==> config.mk <==
export PLATFORM = sky130hd
export DESIGN_NAME = psc_regs
export DESIGN_NICKNAME = d
export VERILOG_FILES = /design/src/include/psc_pkg.sv /design/src/hw/psc_regs.sv
export VERILOG_INCLUDE_DIRS = /design/src /design/src/include
export SDC_FILE = /design/constraint.sdc
export NUM_CORES = 1
export LEC_CHECK = 0
export ABC_AREA = 1
export BUFFER_PORTS_ARGS = -buffer_cell sky130_fd_sc_hd__buf_2
export CORE_AREA = 2 2 120 64
export CTS_CLUSTER_DIAMETER = 60
export DETAILED_ROUTE_END_ITERATION = 8
export DIE_AREA = 0 0 122 66
export PLACE_DENSITY = 0.84
export RECOVER_POWER = 100
export SLEW_MARGIN = 10
export SYNTH_ARGS = -nofsm -noshare
export SYNTH_HDL_FRONTEND = slang
export SYNTH_SLANG_ARGS = --single-unit
==> constraint.sdc <==
create_clock -name clk_sys_i -period 3.1 [get_ports clk_sys_i]
set_input_delay 0.31 -clock clk_sys_i [delete_from_list [all_inputs] [get_ports clk_sys_i]]
set_output_delay 0.31 -clock clk_sys_i [all_outputs]
set_load 0.05 [all_outputs]
==> src/include/psc_cfg.svh <==
// register offsets, field positions and reset values of the power supply control bank
`ifndef PSC_CFG_SVH
`define PSC_CFG_SVH

`define PSC_ADDR_W           8
`define PSC_OFF_CONV_CTL     8'h2c
`define PSC_OFF_SUP_STAT     8'h30
`define PSC_OFF_CORE_LVL     8'h34
`define PSC_OFF_PLL_LVL      8'h40
`define PSC_OFF_IRQ_STAT     8'h44
`define PSC_OFF_IRQ_MASK     8'h48

`define PSC_CTL_PG_LSB       24
`define PSC_CTL_ERRCLR_BIT   16
`define PSC_CTL_AUX_ILIM_LSB 13
`define PSC_CTL_AUX_CLK_LSB  8
`define PSC_CTL_CORE_ILIM_LSB 5
`define PSC_CTL_CORE_CLK_LSB 0
`define PSC_CTL_WR_MASK      32'h0301_6363
`define PSC_CTL_RESET        32'h0200_0101

`define PSC_ST_OSC_BIT       24
`define PSC_ST_PLL_GOOD_BIT  19
`define PSC_ST_CORE_GOOD_BIT 16
`define PSC_ST_AUX_ILIM_BIT  9
`define PSC_ST_CORE_ILIM_BIT 8
`define PSC_ST_AUX_SS_BIT    1
`define PSC_ST_CORE_SS_BIT   0
`define PSC_ST_MASK          32'h0109_0303

`define PSC_CORE_LVL_W       7
`define PSC_PLL_LVL_MAX_W    8
`define PSC_PLL_LVL_DEF_W    4

`endif

==> src/include/psc_pkg.sv <==
// types shared by the power supply control register bank
package psc_pkg;

  typedef struct packed {
    logic       osc_stable;
    logic       pll_rail_good;
    logic       core_rail_good;
    logic       aux_buck_ilim;
    logic       core_buck_ilim;
    logic       aux_buck_softstart;
    logic       core_buck_softstart;
  } psc_status_t;

  typedef struct packed {
    logic [1:0] power_good_thr;
    logic       err_clear;
    logic [1:0] aux_buck_ilim;
    logic [1:0] aux_buck_clk;
    logic [1:0] core_buck_ilim;
    logic [1:0] core_buck_clk;
  } psc_ctl_t;

  typedef struct packed {
    logic [7:0]  address;
    logic        read;
    logic        write;
    logic [31:0] writedata;
    logic [3:0]  byteenable;
  } psc_avl_req_t;

  typedef struct packed {
    logic        wait_q;
    logic [31:0] rdata_q;
    logic        irq_q;
    logic        strap_done_q;
    logic [31:0] conv_ctl_q;
    logic [6:0]  core_lvl_q;
    logic [7:0]  pll_lvl_q;
    logic [31:0] irq_stat_q;
    logic [31:0] irq_mask_q;
    logic [31:0] stat_prev_q;
  } psc_state_t;

endpackage

==> src/hw/psc_regs.sv <==
// avalon-mm register bank controlling and monitoring the on-chip converters and regulator
//
// Added by the designer: the Avalon-MM register port.
`timescale 1ns/1ps
`include "psc_cfg.svh"

module psc_regs
  import psc_pkg::*;
#(
  parameter int PLL_LVL_W = `PSC_PLL_LVL_DEF_W
)(
  input  wire logic                       clk_sys_i,
  input  wire logic                       rst_n_i,
  input  wire logic [`PSC_ADDR_W-1:0]     avs_address_i,
  input  wire logic                       avs_read_i,
  input  wire logic                       avs_write_i,
  input  wire logic [31:0]                avs_writedata_i,
  input  wire logic [3:0]                 avs_byteenable_i,
  output logic      [31:0]                avs_readdata_o,
  output logic                            avs_waitrequest_o,
  input  wire psc_status_t                status_i,
  input  wire logic [`PSC_CORE_LVL_W-1:0] core_rail_strap_i,
  input  wire logic [PLL_LVL_W-1:0]       pll_reg_strap_i,
  output psc_ctl_t                        ctl_o,
  output logic      [`PSC_CORE_LVL_W-1:0] core_rail_level_o,
  output logic      [PLL_LVL_W-1:0]       pll_reg_level_o,
  output logic                            irq_o
);

  // code 6 of the regulator level needs three bits; the field cannot pass the byte it sits in
  if (PLL_LVL_W < 3 || PLL_LVL_W > `PSC_PLL_LVL_MAX_W)
  begin : g_bad_width
    $error("psc_regs: PLL_LVL_W must lie between 3 and 8");
  end

  localparam logic [31:0] PLL_WR_MASK = 32'((1 << PLL_LVL_W) - 1);
  localparam logic [31:0] CORE_WR_MASK = 32'h0000_007f;

  psc_state_t   s_q;
  psc_state_t   s_d;
  psc_avl_req_t req;
  logic [31:0]  be_mask;
  logic [31:0]  stat_word;
  logic [31:0]  stat_rise;
  logic         acc;
  logic         commit;

  assign req = '{address: avs_address_i, read: avs_read_i, write: avs_write_i,
                 writedata: avs_writedata_i, byteenable: avs_byteenable_i};

  for (genvar i = 0; i < 4; i++)
  begin : g_be
    assign be_mask[8*i +: 8] = {8{req.byteenable[i]}};
  end

  always_comb
  begin
    stat_word = '0;
    stat_word[`PSC_ST_OSC_BIT]       = status_i.osc_stable;
    stat_word[`PSC_ST_PLL_GOOD_BIT]  = status_i.pll_rail_good;
    stat_word[`PSC_ST_CORE_GOOD_BIT] = status_i.core_rail_good;
    stat_word[`PSC_ST_AUX_ILIM_BIT]  = status_i.aux_buck_ilim;
    stat_word[`PSC_ST_CORE_ILIM_BIT] = status_i.core_buck_ilim;
    stat_word[`PSC_ST_AUX_SS_BIT]    = status_i.aux_buck_softstart;
    stat_word[`PSC_ST_CORE_SS_BIT]   = status_i.core_buck_softstart;
  end

  // an event is any status bit going from zero to one
  assign stat_rise = stat_word & ~s_q.stat_prev_q & `PSC_ST_MASK;

  assign acc = req.read | req.write;
  // one wait cycle: the request is answered on the edge after it is first seen
  assign commit = acc & ~s_q.wait_q;

  always_comb
  begin
    s_d = s_q;
    s_d.stat_prev_q = stat_word;
    s_d.wait_q = ~(acc & s_q.wait_q);
    s_d.irq_stat_q = s_q.irq_stat_q | stat_rise;

    // straps are caught on the first edge after reset release, never under the reset
    if (!s_q.strap_done_q)
    begin
      s_d.strap_done_q = 1'b1;
      s_d.core_lvl_q = core_rail_strap_i;
      s_d.pll_lvl_q = 8'(pll_reg_strap_i);
    end

    if (acc & s_q.wait_q & req.read)
    begin
      unique case (req.address)
        `PSC_OFF_CONV_CTL: s_d.rdata_q = s_q.conv_ctl_q;
        `PSC_OFF_SUP_STAT: s_d.rdata_q = stat_word;
        `PSC_OFF_CORE_LVL: s_d.rdata_q = 32'(s_q.core_lvl_q);
        `PSC_OFF_PLL_LVL:  s_d.rdata_q = 32'(s_q.pll_lvl_q);
        `PSC_OFF_IRQ_STAT: s_d.rdata_q = s_q.irq_stat_q;
        `PSC_OFF_IRQ_MASK: s_d.rdata_q = s_q.irq_mask_q;
        default:           s_d.rdata_q = '0;
      endcase
    end

    if (commit & req.read & (req.address == `PSC_OFF_IRQ_STAT))
    begin
      // clear on read, but an event landing in the same cycle stays set
      s_d.irq_stat_q = stat_rise;
    end

    if (commit & req.write)
    begin
      unique case (req.address)
        `PSC_OFF_CONV_CTL:
        begin
          s_d.conv_ctl_q = (s_q.conv_ctl_q & ~(be_mask & `PSC_CTL_WR_MASK)) |
                           (req.writedata & be_mask & `PSC_CTL_WR_MASK);
        end
        `PSC_OFF_CORE_LVL:
        begin
          s_d.core_lvl_q = 7'((32'(s_q.core_lvl_q) & ~(be_mask & CORE_WR_MASK)) |
                              (req.writedata & be_mask & CORE_WR_MASK));
        end
        `PSC_OFF_PLL_LVL:
        begin
          s_d.pll_lvl_q = 8'((32'(s_q.pll_lvl_q) & ~(be_mask & PLL_WR_MASK)) |
                             (req.writedata & be_mask & PLL_WR_MASK));
        end
        `PSC_OFF_IRQ_MASK:
        begin
          s_d.irq_mask_q = (s_q.irq_mask_q & ~(be_mask & `PSC_ST_MASK)) |
                           (req.writedata & be_mask & `PSC_ST_MASK);
        end
        default:
        begin
          s_d.irq_mask_q = s_q.irq_mask_q;
        end
      endcase
    end

    s_d.irq_q = |(s_d.irq_stat_q & s_d.irq_mask_q);
  end

  always_ff @(posedge clk_sys_i or negedge rst_n_i)
  begin
    if (!rst_n_i)
    begin
      s_q <= '0;
      s_q.wait_q <= 1'b1;
      s_q.conv_ctl_q <= `PSC_CTL_RESET;
    end
    else
    begin
      s_q <= s_d;
    end
  end

  assign avs_readdata_o = s_q.rdata_q;
  assign avs_waitrequest_o = s_q.wait_q;
  assign irq_o = s_q.irq_q;
  assign core_rail_level_o = s_q.core_lvl_q;
  assign pll_reg_level_o = s_q.pll_lvl_q[PLL_LVL_W-1:0];

  // fields go straight from the register to the converters
  assign ctl_o.power_good_thr = s_q.conv_ctl_q[`PSC_CTL_PG_LSB +: 2];
  assign ctl_o.err_clear = s_q.conv_ctl_q[`PSC_CTL_ERRCLR_BIT];
  assign ctl_o.aux_buck_ilim = s_q.conv_ctl_q[`PSC_CTL_AUX_ILIM_LSB +: 2];
  assign ctl_o.aux_buck_clk = s_q.conv_ctl_q[`PSC_CTL_AUX_CLK_LSB +: 2];
  assign ctl_o.core_buck_ilim = s_q.conv_ctl_q[`PSC_CTL_CORE_ILIM_LSB +: 2];
  assign ctl_o.core_buck_clk = s_q.conv_ctl_q[`PSC_CTL_CORE_CLK_LSB +: 2];

endmodule

After elaboration in Yosys (flattened, before gate mapping)
Index checks and enable logic that the tools add are counted.
W data, S select, Z words.

storage, ports and cells
  input port bits = 66
  bits in registers = 153
  word-level logic and storage cells = 52

cells by class
  equality and inequality tests = 6
  mux-type cells = 8
  bitwise gates (word level) = 26
  reductions and logical operators = 2

operators with widths
  cell                  number
  $pmux W32 S6          1
  $and A32 B32 Y32      3
  $mux W32              3
  $or A32 B25 Y32       2
  $not A25 Y32          1
  $not A26 Y32          1
  $or A32 B26 Y32       1
  $reduce_or A32 Y1     1
  $mux W15              2
  $and A26 B26 Y26      1
  $and A25 B25 Y25      1
  $not A25 Y25          1
  $eq A8 B6 Y1 const B  3
  $eq A8 B7 Y1 const B  3
  $and A8 B8 Y8         1
  $mux W8               1
  $not A4 Y8            1
  $or A8 B4 Y8          1
  $and A7 B7 Y7         1
  $mux W7               1
  $not A7 Y7            1
  $or A7 B7 Y7          1
  $and A1 B1 Y1         6
  $not A1 Y1            2
  2 further kinds       2

Depth between registers and ports, before layout
Gate-level depths: netlist of the first run.

  depth in word-level cells = 7
  depth in mapped cells = 11

Worst setup path after synthesis of the first run
Ideal clock, no wire load.

  path kind = register -> register
  start point = reg s_q (netlist bit avs_waitrequest_o)
  end point = reg with a tool-made name
  stages on the path, launching flop included = 6
  setup slack = 1.509 ns
  arrival = 1.466 ns
  clock period less this slack = 1.591 ns
  cells stage by stage = dfstp_2 > nor2_4 > inv_2 > nor2_4 > nand2_4 > mux2_4

RTL lines
  item             RTL line        text
  start, declared  psc_regs.sv:39  psc_state_t s_q;

==> results.toml, run 1 <==
[placement]
dpl.hpwl_um = 6890
place_inst = 591
place_ws_ns = 1.21
place_congestion = 0.896
io_buffer_count = 88

[timing]
hold_viol = 0
worstMarginPinSlew_ns = 1.61
period_share = 0.738
drv_slew = 67
period_minus_slack_ns = 2.29
slew_headroom = -0.0709
fmax_mhz = 437
setup_slack_ns = 0.813
setup_tns_ns = 0
setup_viol = 0
clock_skew_ns = 0.00368
grt_setup_unrepaired = "false"

[logic_synthesis]
syn_inst = 451
async_flop_share = 1.00
synth_edf_count = 0
ys_ff_latch = 66
synth_area_mm2 = 0.00376
ys_types = 30
synth_top_flop_cell = "dfrtp_1"
post_synth_most_frequent_cells = "nand2_1 (121), dfrtp_1 (62), buf_4 (54)"
syn_avg_cell_area_um2 = 8.34
synth_most_common_cell = "nand2_1"
yosys_warnings = 0
ys_seq_area_frac = 0.440
yosysTopAreaCell = "dfrtp_1"
synth_area_leaders = "dfrtp_1 (41%), nand2_1 (12%), buf_4 (11%), inv_1 (5.0%), nand3_1 (4.9%)"
yosysTopAreaCellShare = 0.413

[cells_and_area]
finalNetCount = 572
antenna_cells = 0
drive_above_1_share = 0.160
fillerInstances = 662
multiInputGateArea_mm2 = 0.00141
syn_to_final_growth_pct = 8.12
area.sequential_mm2 = 0.00166
final_cells = 607

[critical_path]
endpoint_kind = "flop"
r2r_slack_ns = 0.81
start_kind = "flop"
cp_top_family = "simple AND/OR/NAND/NOR gates"
crit_type = "flop to flop"
r2r_start = "avs_waitrequest_o"
path_common_cell = "nor2_1"
crit_arrival_ns = 2.49
crit_chain = "nor2_1 -> inv_1 -> nor2_1 -> nand2_1 -> mux2_1"
r2r_cells = 5
critPathMaxFanout = 5
cpPeakStageDelay_ns = 0.40
path_buf_inv = 1
crit_required_ns = 3.31
critPathSlowestCell = "dfstp_1"

[clocking]
htreeDepth = 3
clkLatencyLatePin_ns = 0.33
cts_made_buffers = 9
cts_setup_buffers = 0
root_buffer = "clkbuf_16"
clockBufferDepth = 2
clock_sinks = 66
path_clk_slew_ns = 0.05
cts_resized = 0
cts_tree = "yes"
hold_buffers = 0

[floorplanning]
io_pins = 122
die_w_um = 122
num_rows = 22
start_util = 0.536
die_h_um = 66
dieArea_mm2 = 0.00805
core_area_mm2 = 0.00702

[global_routing]
grt_util_all_layers = 0.245
grt_pass1_wl_um = 14400
first_global_vias = 2870
antenna_found_initial = 0
gr-total-overflow = 0
grt_max_degree = 67

[detailed_routing]
postRouteAntennaNets = 0
wl_met1_um = 4260
top_layer_used = "met4"
vias = 3058
firstDrtPassIters = 5
wl_met3_um = 1100
wl_per_cell_um = 15.2
routed_wl_um = 9200
drcViolationCount = 0
via_per_inst = 5.04
route.met2.wl_um = 3730
drt_iter0_drc = 286

[status]
violations = "max-capacitance violations, max-slew violations"
status = "finished, violations left"

[worst_hold_path]
min_from = "status_i[2]"
hp-class = "primary input to flop"
whs_path_depth = 1
min_to = "s_q[8]"

[power]
p_leak_uw = 0.00220
ir_worst_vdd_uv = 309
p_per_area_mw_per_mm2 = 530

[flow_run]
cap_viol_max_count = 1
area by class of cell:
| class | instances | share of cell area |
|---|---|---|
| Timing Repair Buffer | 89 | 0.0951 |
| Multi-Input combinational cell | 285 | 0.347 |
| Sequential cell | 66 | 0.407 |
| Clock inverter | 2 | 0.00246 |
| Tap cell | 96 | 0.0295 |
| Inverter | 55 | 0.0508 |
| Clock buffer | 14 | 0.0674 |
placed cells by master, fill, tap and decap left out, types with 3 or more instances in the layout:
cell type  count
a21oi_1       10
buf_2         41
clkbuf_1      49
clkbuf_16      9
clkbuf_8       3
conb_1        17
dfrtp_1       62
dfstp_2        3
inv_1         53
mux2_1         5
mux2_4         4
nand2_1      126
nand2_2        4
nand3_1       39
nor2_1        28
nor2_8         3
nor3_1         3
o211ai_1      12
o21ai_0       20
stage by stage:
step | instance area [µm²] | total power (µW) | hold WS (ns) | utilization
final | 4070 | 2160 | 0.0967 | 0.579
after global routing | 4070 | 2240 | 0.0928 | 0.579
after CTS | 4220 | 2190 | 0.0851 | 0.602
after detailed placement | 3940 | 1240 | 0.433 | 0.561
after global placement | 3940 | 1230 | 0.435 | 0.561
after floorplan | 3820 | 1180 | 0.0144 | -
routing by layer:
| metal | vias up | track usage |
|---|---|---|
| li1 | 1462 | - |
| met2 | 165 | 0.340 |
| met1 | 1419 | 0.349 |
| met3 | 12 | 0.100 |
| met5 | - | 0 |
| met4 | 0 | 0.0704 |
cell families (layout without fill, tap and decap cells):
logic type | after synthesis | after routing | share of synthesized area
other | 2 | 17 | 0.00200
buffers and inverters | 115 | 160 | 0.173
and+or+nand+nor | 212 | 212 | 0.274
muxes | 10 | 10 | 0.0389
AOI/OAI and AO/OA | 46 | 46 | 0.0715
DFF | 66 | 66 | 0.440
worst max path at each step:
stage,from,endpoint,slack [ns],depth (start not counted)
6_report,avs_waitrequest_o,flop,0.81,5
3_3_place_gp,avs_waitrequest_o,avs_readdata_o[19],1.22,4
2_1_floorplan,avs_waitrequest_o,flop,1.51,5
3_5_place_dp,avs_waitrequest_o,avs_readdata_o[19],1.21,4
5_1_grt,avs_address_i[4],irq_o,0.64,11
4_1_cts,avs_waitrequest_o,avs_readdata_o[19],1.18,4
where the power goes:
part / internal [µW] / switching, µW
combinational: 59.7 / 231
clock: 603 / 342
sequential: 894 / 27.2
total: 1560 / 600
No activity file was read; power rests on OpenSTA's default activity.
==> inputs of run 2 (changes only) <==
--- a/config.mk
+++ b/config.mk
@@ -8,11 +8,11 @@
 export LEC_CHECK = 0
 export ABC_AREA = 1
 export BUFFER_PORTS_ARGS = -buffer_cell sky130_fd_sc_hd__buf_2
-export CORE_AREA = 2 2 120 64
+export CORE_AREA = 2 2 131 69
 export CTS_CLUSTER_DIAMETER = 60
 export DETAILED_ROUTE_END_ITERATION = 8
-export DIE_AREA = 0 0 122 66
-export PLACE_DENSITY = 0.84
+export DIE_AREA = 0 0 133 71
+export PLACE_DENSITY = 0.76
 export RECOVER_POWER = 100
 export SLEW_MARGIN = 10
 export SYNTH_ARGS = -nofsm -noshare
==> constraint.sdc (replaced) <==
create_clock -name clk_sys_i -period 1.9 [get_ports clk_sys_i]
set_input_delay 0.19 -clock clk_sys_i [delete_from_list [all_inputs] [get_ports clk_sys_i]]
set_output_delay 0.19 -clock clk_sys_i [all_outputs]
set_load 0.05 [all_outputs]
==> run 2 against run 1 <==
  * The flow now finishes without violations
  * Sequential power increased by 63%
  * Register-to-register slack worse by 0.62 ns
  * Sequential share of layout area is 1.5 points lower
  * Total power up 67%
  * Via count increased by 0.49%
  * Global-route usage down 3.3 points
  * Critical path depth unchanged
  * Non-clock buffer count grew 10
  * Count of clock-buffer cells in the layout is 4 lower
  * Largest power group unchanged
==> results.toml, run 2 (synthesized netlist as in run 1, its figures left out) <==
[clocking]
clock_sinks = 66
clkLatencyLatePin_ns = 0.34
clockBufferDepth = 2
cts_tree = "yes"
path_clk_slew_ns = 0.05
root_buffer = "clkbuf_16"
htreeDepth = 3
cts_setup_buffers = 0
cts_resized = 0
hold_buffers = 7
cts_made_buffers = 9

[timing]
period_minus_slack_ns = 1.71
worstMarginPinSlew_ns = 0.897
setup_viol = 0
hold_viol = 0
fmax_mhz = 584
period_share = 0.901
setup_tns_ns = 0
drv_slew = 0
grt_setup_unrepaired = "false"
setup_slack_ns = 0.188
clock_skew_ns = 0.00503
slew_headroom = 0.402

[placement]
dpl.hpwl_um = 7170
place_ws_ns = 0.247
place_inst = 615
placed_cell_area_mm2 = 0.00400
io_buffer_count = 88
place_congestion = 0.973

[status]
status = "finished clean"

[critical_path]
critPathSlowestCell = "dfstp_1"
crit_required_ns = 2.12
path_buf_inv = 1
crit_arrival_ns = 1.93
crit_type = "flop to flop"
cpPeakStageDelay_ns = 0.43
endpoint_kind = "flop"
critPathMaxFanout = 5
start_kind = "flop"
r2r_cells = 5
crit_chain = "nor2_4 -> inv_2 -> nor2_2 -> nand2_4 -> mux2_4"
r2r_slack_ns = 0.19
cp_top_family = "simple AND/OR/NAND/NOR gates"
r2r_start = "avs_waitrequest_o"

[global_routing]
antenna_found_initial = 0
grt_max_degree = 67
gr-total-overflow = 0
first_global_vias = 2980
grt_util_all_layers = 0.212
grt_pass1_wl_um = 15000

[cells_and_area]
syn_to_final_growth_pct = 12.4
final_area_mm2 = 0.00423
most-common-layout-cells = "nand2_1 (122), dfrtp_1 (62), inv_1 (50), clkbuf_1 (48), buf_2 (41)"
finalNetCount = 582
final_cells = 638
utilization = 0.504
antenna_cells = 0
final_common_cell = "nand2_1"
drive_above_1_share = 0.190

[floorplanning]
num_rows = 24
core_area_mm2 = 0.00838
dieArea_mm2 = 0.00944
io_pins = 122
start_util = 0.449
die_w_um = 133
die_h_um = 71

[detailed_routing]
routed_wl_um = 9470
firstDrtPassIters = 4
via_per_inst = 4.82
wl_per_cell_um = 14.8
postRouteAntennaNets = 0
drt_iter0_drc = 157
vias = 3073
drcViolationCount = 0

[power]
p_per_area_mw_per_mm2 = 850
ir_worst_vdd_uv = 440
p_leak_uw = 0.00226

[worst_hold_path]
min_to = "avs_waitrequest_o"
min_from = "avs_write_i"
whs_path_depth = 2
hp-class = "primary input to flop"

[flow_run]
cap_viol_max_count = 0
run 2: how the worst max path moves through the flow:
stage	start	endpoint	slack [ns]	depth (start not counted)
global placement	avs_address_i[7]	flop	0.28	9
detailed placement	avs_address_i[7]	flop	0.25	9
global route	avs_waitrequest_o	flop	0.11	5
floorplan	avs_waitrequest_o	flop	0.31	5
finish	avs_waitrequest_o	flop	0.19	5
CTS	avs_waitrequest_o	flop	0.29	5
run 2: layout make-up:
type / instances / area, µm²
Tap cell: 117 / 146
Fill cell: 823 / 4150
Multi-Input combinational cell: 285 / 1450
Sequential cell: 66 / 1660
Timing Repair Buffer: 99 / 479
Inverter: 55 / 206
Clock inverter: 6 / 57.6
Clock buffer: 10 / 229
run 2: metal layers:
layer / wire length, µm / vias to the layer above / track usage
li1: - / 1497 / -
met4: 93 / 0 / 0.0693
met5: 0 / - / 0
met2: 3740 / 133 / 0.283
met1: 4730 / 1432 / 0.324
met3: 910 / 11 / 0.0638
run 2: through the flow:
step | total power, µW | hold WS (ns)
after CTS | 3640 | 0.0129
after global placement | 2020 | 0.231
after detailed placement | 2030 | 0.232
after global routing | 3730 | 0.0388
after floorplan | 1930 | -0.106
final | 3590 | 0.0395
run 2: worst register-to-register path, stage by stage (launching register included):
cell and delay, ns:
dfstp_1 0.43, nor2_4 0.24, inv_2 0.12, nor2_2 0.33
nand2_4 0.15, mux2_4 0.33
run 2: report_power, final:
group / internal (µW) / switching [µW]
logic: 112 / 384
clock network: 1000 / 588
registers: 1460 / 46.3
total: 2570 / 1020
==> inputs of run 3 (changes only) <==
--- a/config.mk
+++ b/config.mk
@@ -14,6 +14,7 @@
 export DIE_AREA = 0 0 133 71
 export PLACE_DENSITY = 0.76
 export RECOVER_POWER = 100
+export SETUP_SLACK_MARGIN = 0.3
 export SLEW_MARGIN = 10
 export SYNTH_ARGS = -nofsm -noshare
 export SYNTH_HDL_FRONTEND = slang
==> constraint.sdc (replaced) <==
create_clock -name clk_sys_i -period 1.9 [get_ports clk_sys_i]
set_input_delay 0.19 -clock clk_sys_i [delete_from_list [all_inputs] [get_ports clk_sys_i]]
set_output_delay 0.19 -clock clk_sys_i [all_outputs]
set_load 0.005 [all_outputs]
==> run 3 against run 2 <==
  * Via count is 0.55% higher
  * Sequential share of layout area fell by 0.48 points
  * Utilization grew 0.63 points
  * Cell count up 0.47%
  * Worst setup slack better by 0.078 ns
  * Non-clock buffer count up 3
  * Sequential power about the same
  * Critical path depth did not move
  * Critical path type unchanged
  * Largest cell class unchanged
  * Largest power group unchanged
==> results.toml, run 3 (synthesized netlist as in run 1, its figures left out) <==
[status]
status = "finished clean"

[flow_run]
cap_viol_max_count = 0

[cells_and_area]
drive_above_1_share = 0.240
antenna_cells = 0
utilization = 0.511
fillerInstances = 815
finalNetCount = 585
most-common-layout-cells = "nand2_1 (123), buf_2 (71), dfrtp_1 (62), inv_1 (49), nand3_1 (39)"
final_common_cell = "nand2_1"
syn_to_final_growth_pct = 13.8

[timing]
drv_slew = 0
period_minus_slack_ns = 1.63
hold_ws_ns = 0.0414
period_share = 0.860
worstMarginPinSlew_ns = 0.898
grt_setup_unrepaired = "true"
fmax_mhz = 612
hold_viol = 0
clock_skew_ns = 0.00490
slew_headroom = 0.402
setup_tns_ns = 0
setup_viol = 0

[floorplanning]
die_w_um = 133
die_h_um = 71
io_pins = 122
num_rows = 24
core_area_mm2 = 0.00838
dieArea_mm2 = 0.00944
start_util = 0.449

[clocking]
clock_sinks = 66
htreeDepth = 3
clockBufferDepth = 2
clkLatencyLatePin_ns = 0.33
cts_made_buffers = 9
cts_tree = "yes"
path_clk_slew_ns = 0.05
root_buffer = "clkbuf_16"

[detailed_routing]
postRouteAntennaNets = 0
drt_iter0_drc = 158
wl_per_cell_um = 14.8
firstDrtPassIters = 5
vias = 3090
via_per_inst = 4.82
drcViolationCount = 0
routed_wl_um = 9470

[power]
p_leak_uw = 0.00236
ir_worst_vdd_uv = 436
p_per_area_mw_per_mm2 = 796

[global_routing]
grt_pass1_wl_um = 15000
antenna_found_initial = 0
gr-total-overflow = 0
grt_max_degree = 67
grt_util_all_layers = 0.212
first_global_vias = 2980

[placement]
io_buffer_count = 88
place_congestion = 0.973
dpl.hpwl_um = 7170

[worst_hold_path]
whs_path_depth = 2
hp-class = "primary input to flop"

[critical_path]
crit_required_ns = 2.11
endpoint_kind = "flop"
start_kind = "flop"
crit_arrival_ns = 1.85
r2r_cells = 5
critPathMaxFanout = 5
crit_type = "flop to flop"
==> run 3: cell types whose count changed in the layout (fill, tap and decap cells not counted), sizes merged <==
cell	previous run	this run
clkbuf	59	29
buf	43	76
inv	55	54
clkinvlp	1	2
==> run 3: worst max-delay path: stages, from the launching register on <==
cell     delay [ns]
dfstp_1        0.43
nor2_4         0.23
inv_4          0.10
nor2_4         0.20
nand2_1        0.19
mux2_1         0.36
==> run 3: per-stage QoR <==
stage	cell area (µm²)	cells	power (µW)	setup slack (ns)
floorplan	3820	466	1730	0.508
global placement	4000	615	1830	0.281
detailed placement	4000	615	1840	0.247
CTS	4360	638	3450	0.317
global route	4280	641	3550	0.177
finish	4280	641	3410	0.266
==> run 3: layout make-up <==
type                            count  area, µm²  share of cell area
Sequential cell                    66       1660               0.387
Timing Repair Buffer              102        539               0.126
Multi-Input combinational cell    285       1440               0.336
Tap cell                          117        146              0.0342
Inverter                           55        213              0.0497
Clock inverter                      6       57.6              0.0135
Clock buffer                       10        229              0.0535
==> run 3: metal layers <==
metal	wire, µm	GRT usage	vias up
met3	872	0.0638	7
li1	-	-	1492
met5	0	0	-
met1	4770	0.325	1458
met4	79	0.0693	0
met2	3750	0.283	133
==> run 3: repair_timing <==
item	in CTS	in global routing
hold buffers	7	0
endpoints found under the setup margin	3	19
buffers inserted	0	3
gates resized for setup	0	2
pin swaps	1	3
endpoints found under the hold margin	68	0
==> run 3: final timing paths <==
| path | start | to | slack [ns] |
|---|---|---|---|
| min in group asynchronous | rst_n_i | avs_readdata_o[5] | 0.63 |
| worst max register to register | avs_waitrequest_o | flop | 0.27 |
| worst min register to register | avs_readdata_o[5] | avs_readdata_o[5] | 0.47 |
| worst min-delay path | avs_write_i | avs_waitrequest_o | 0.04 |
| max in group asynchronous | rst_n_i | s_q[51] | 0.69 |
| worst max-delay path | avs_waitrequest_o | flop | 0.27 |
==> run 3: report_power, final <==
part	internal [µW]	leakage [µW]	switching [µW]
Clock	1000	0.000142	583
Sequential	1460	0.000793	45.6
Combinational	120	0.00143	198
Total	2580	0.00236	827
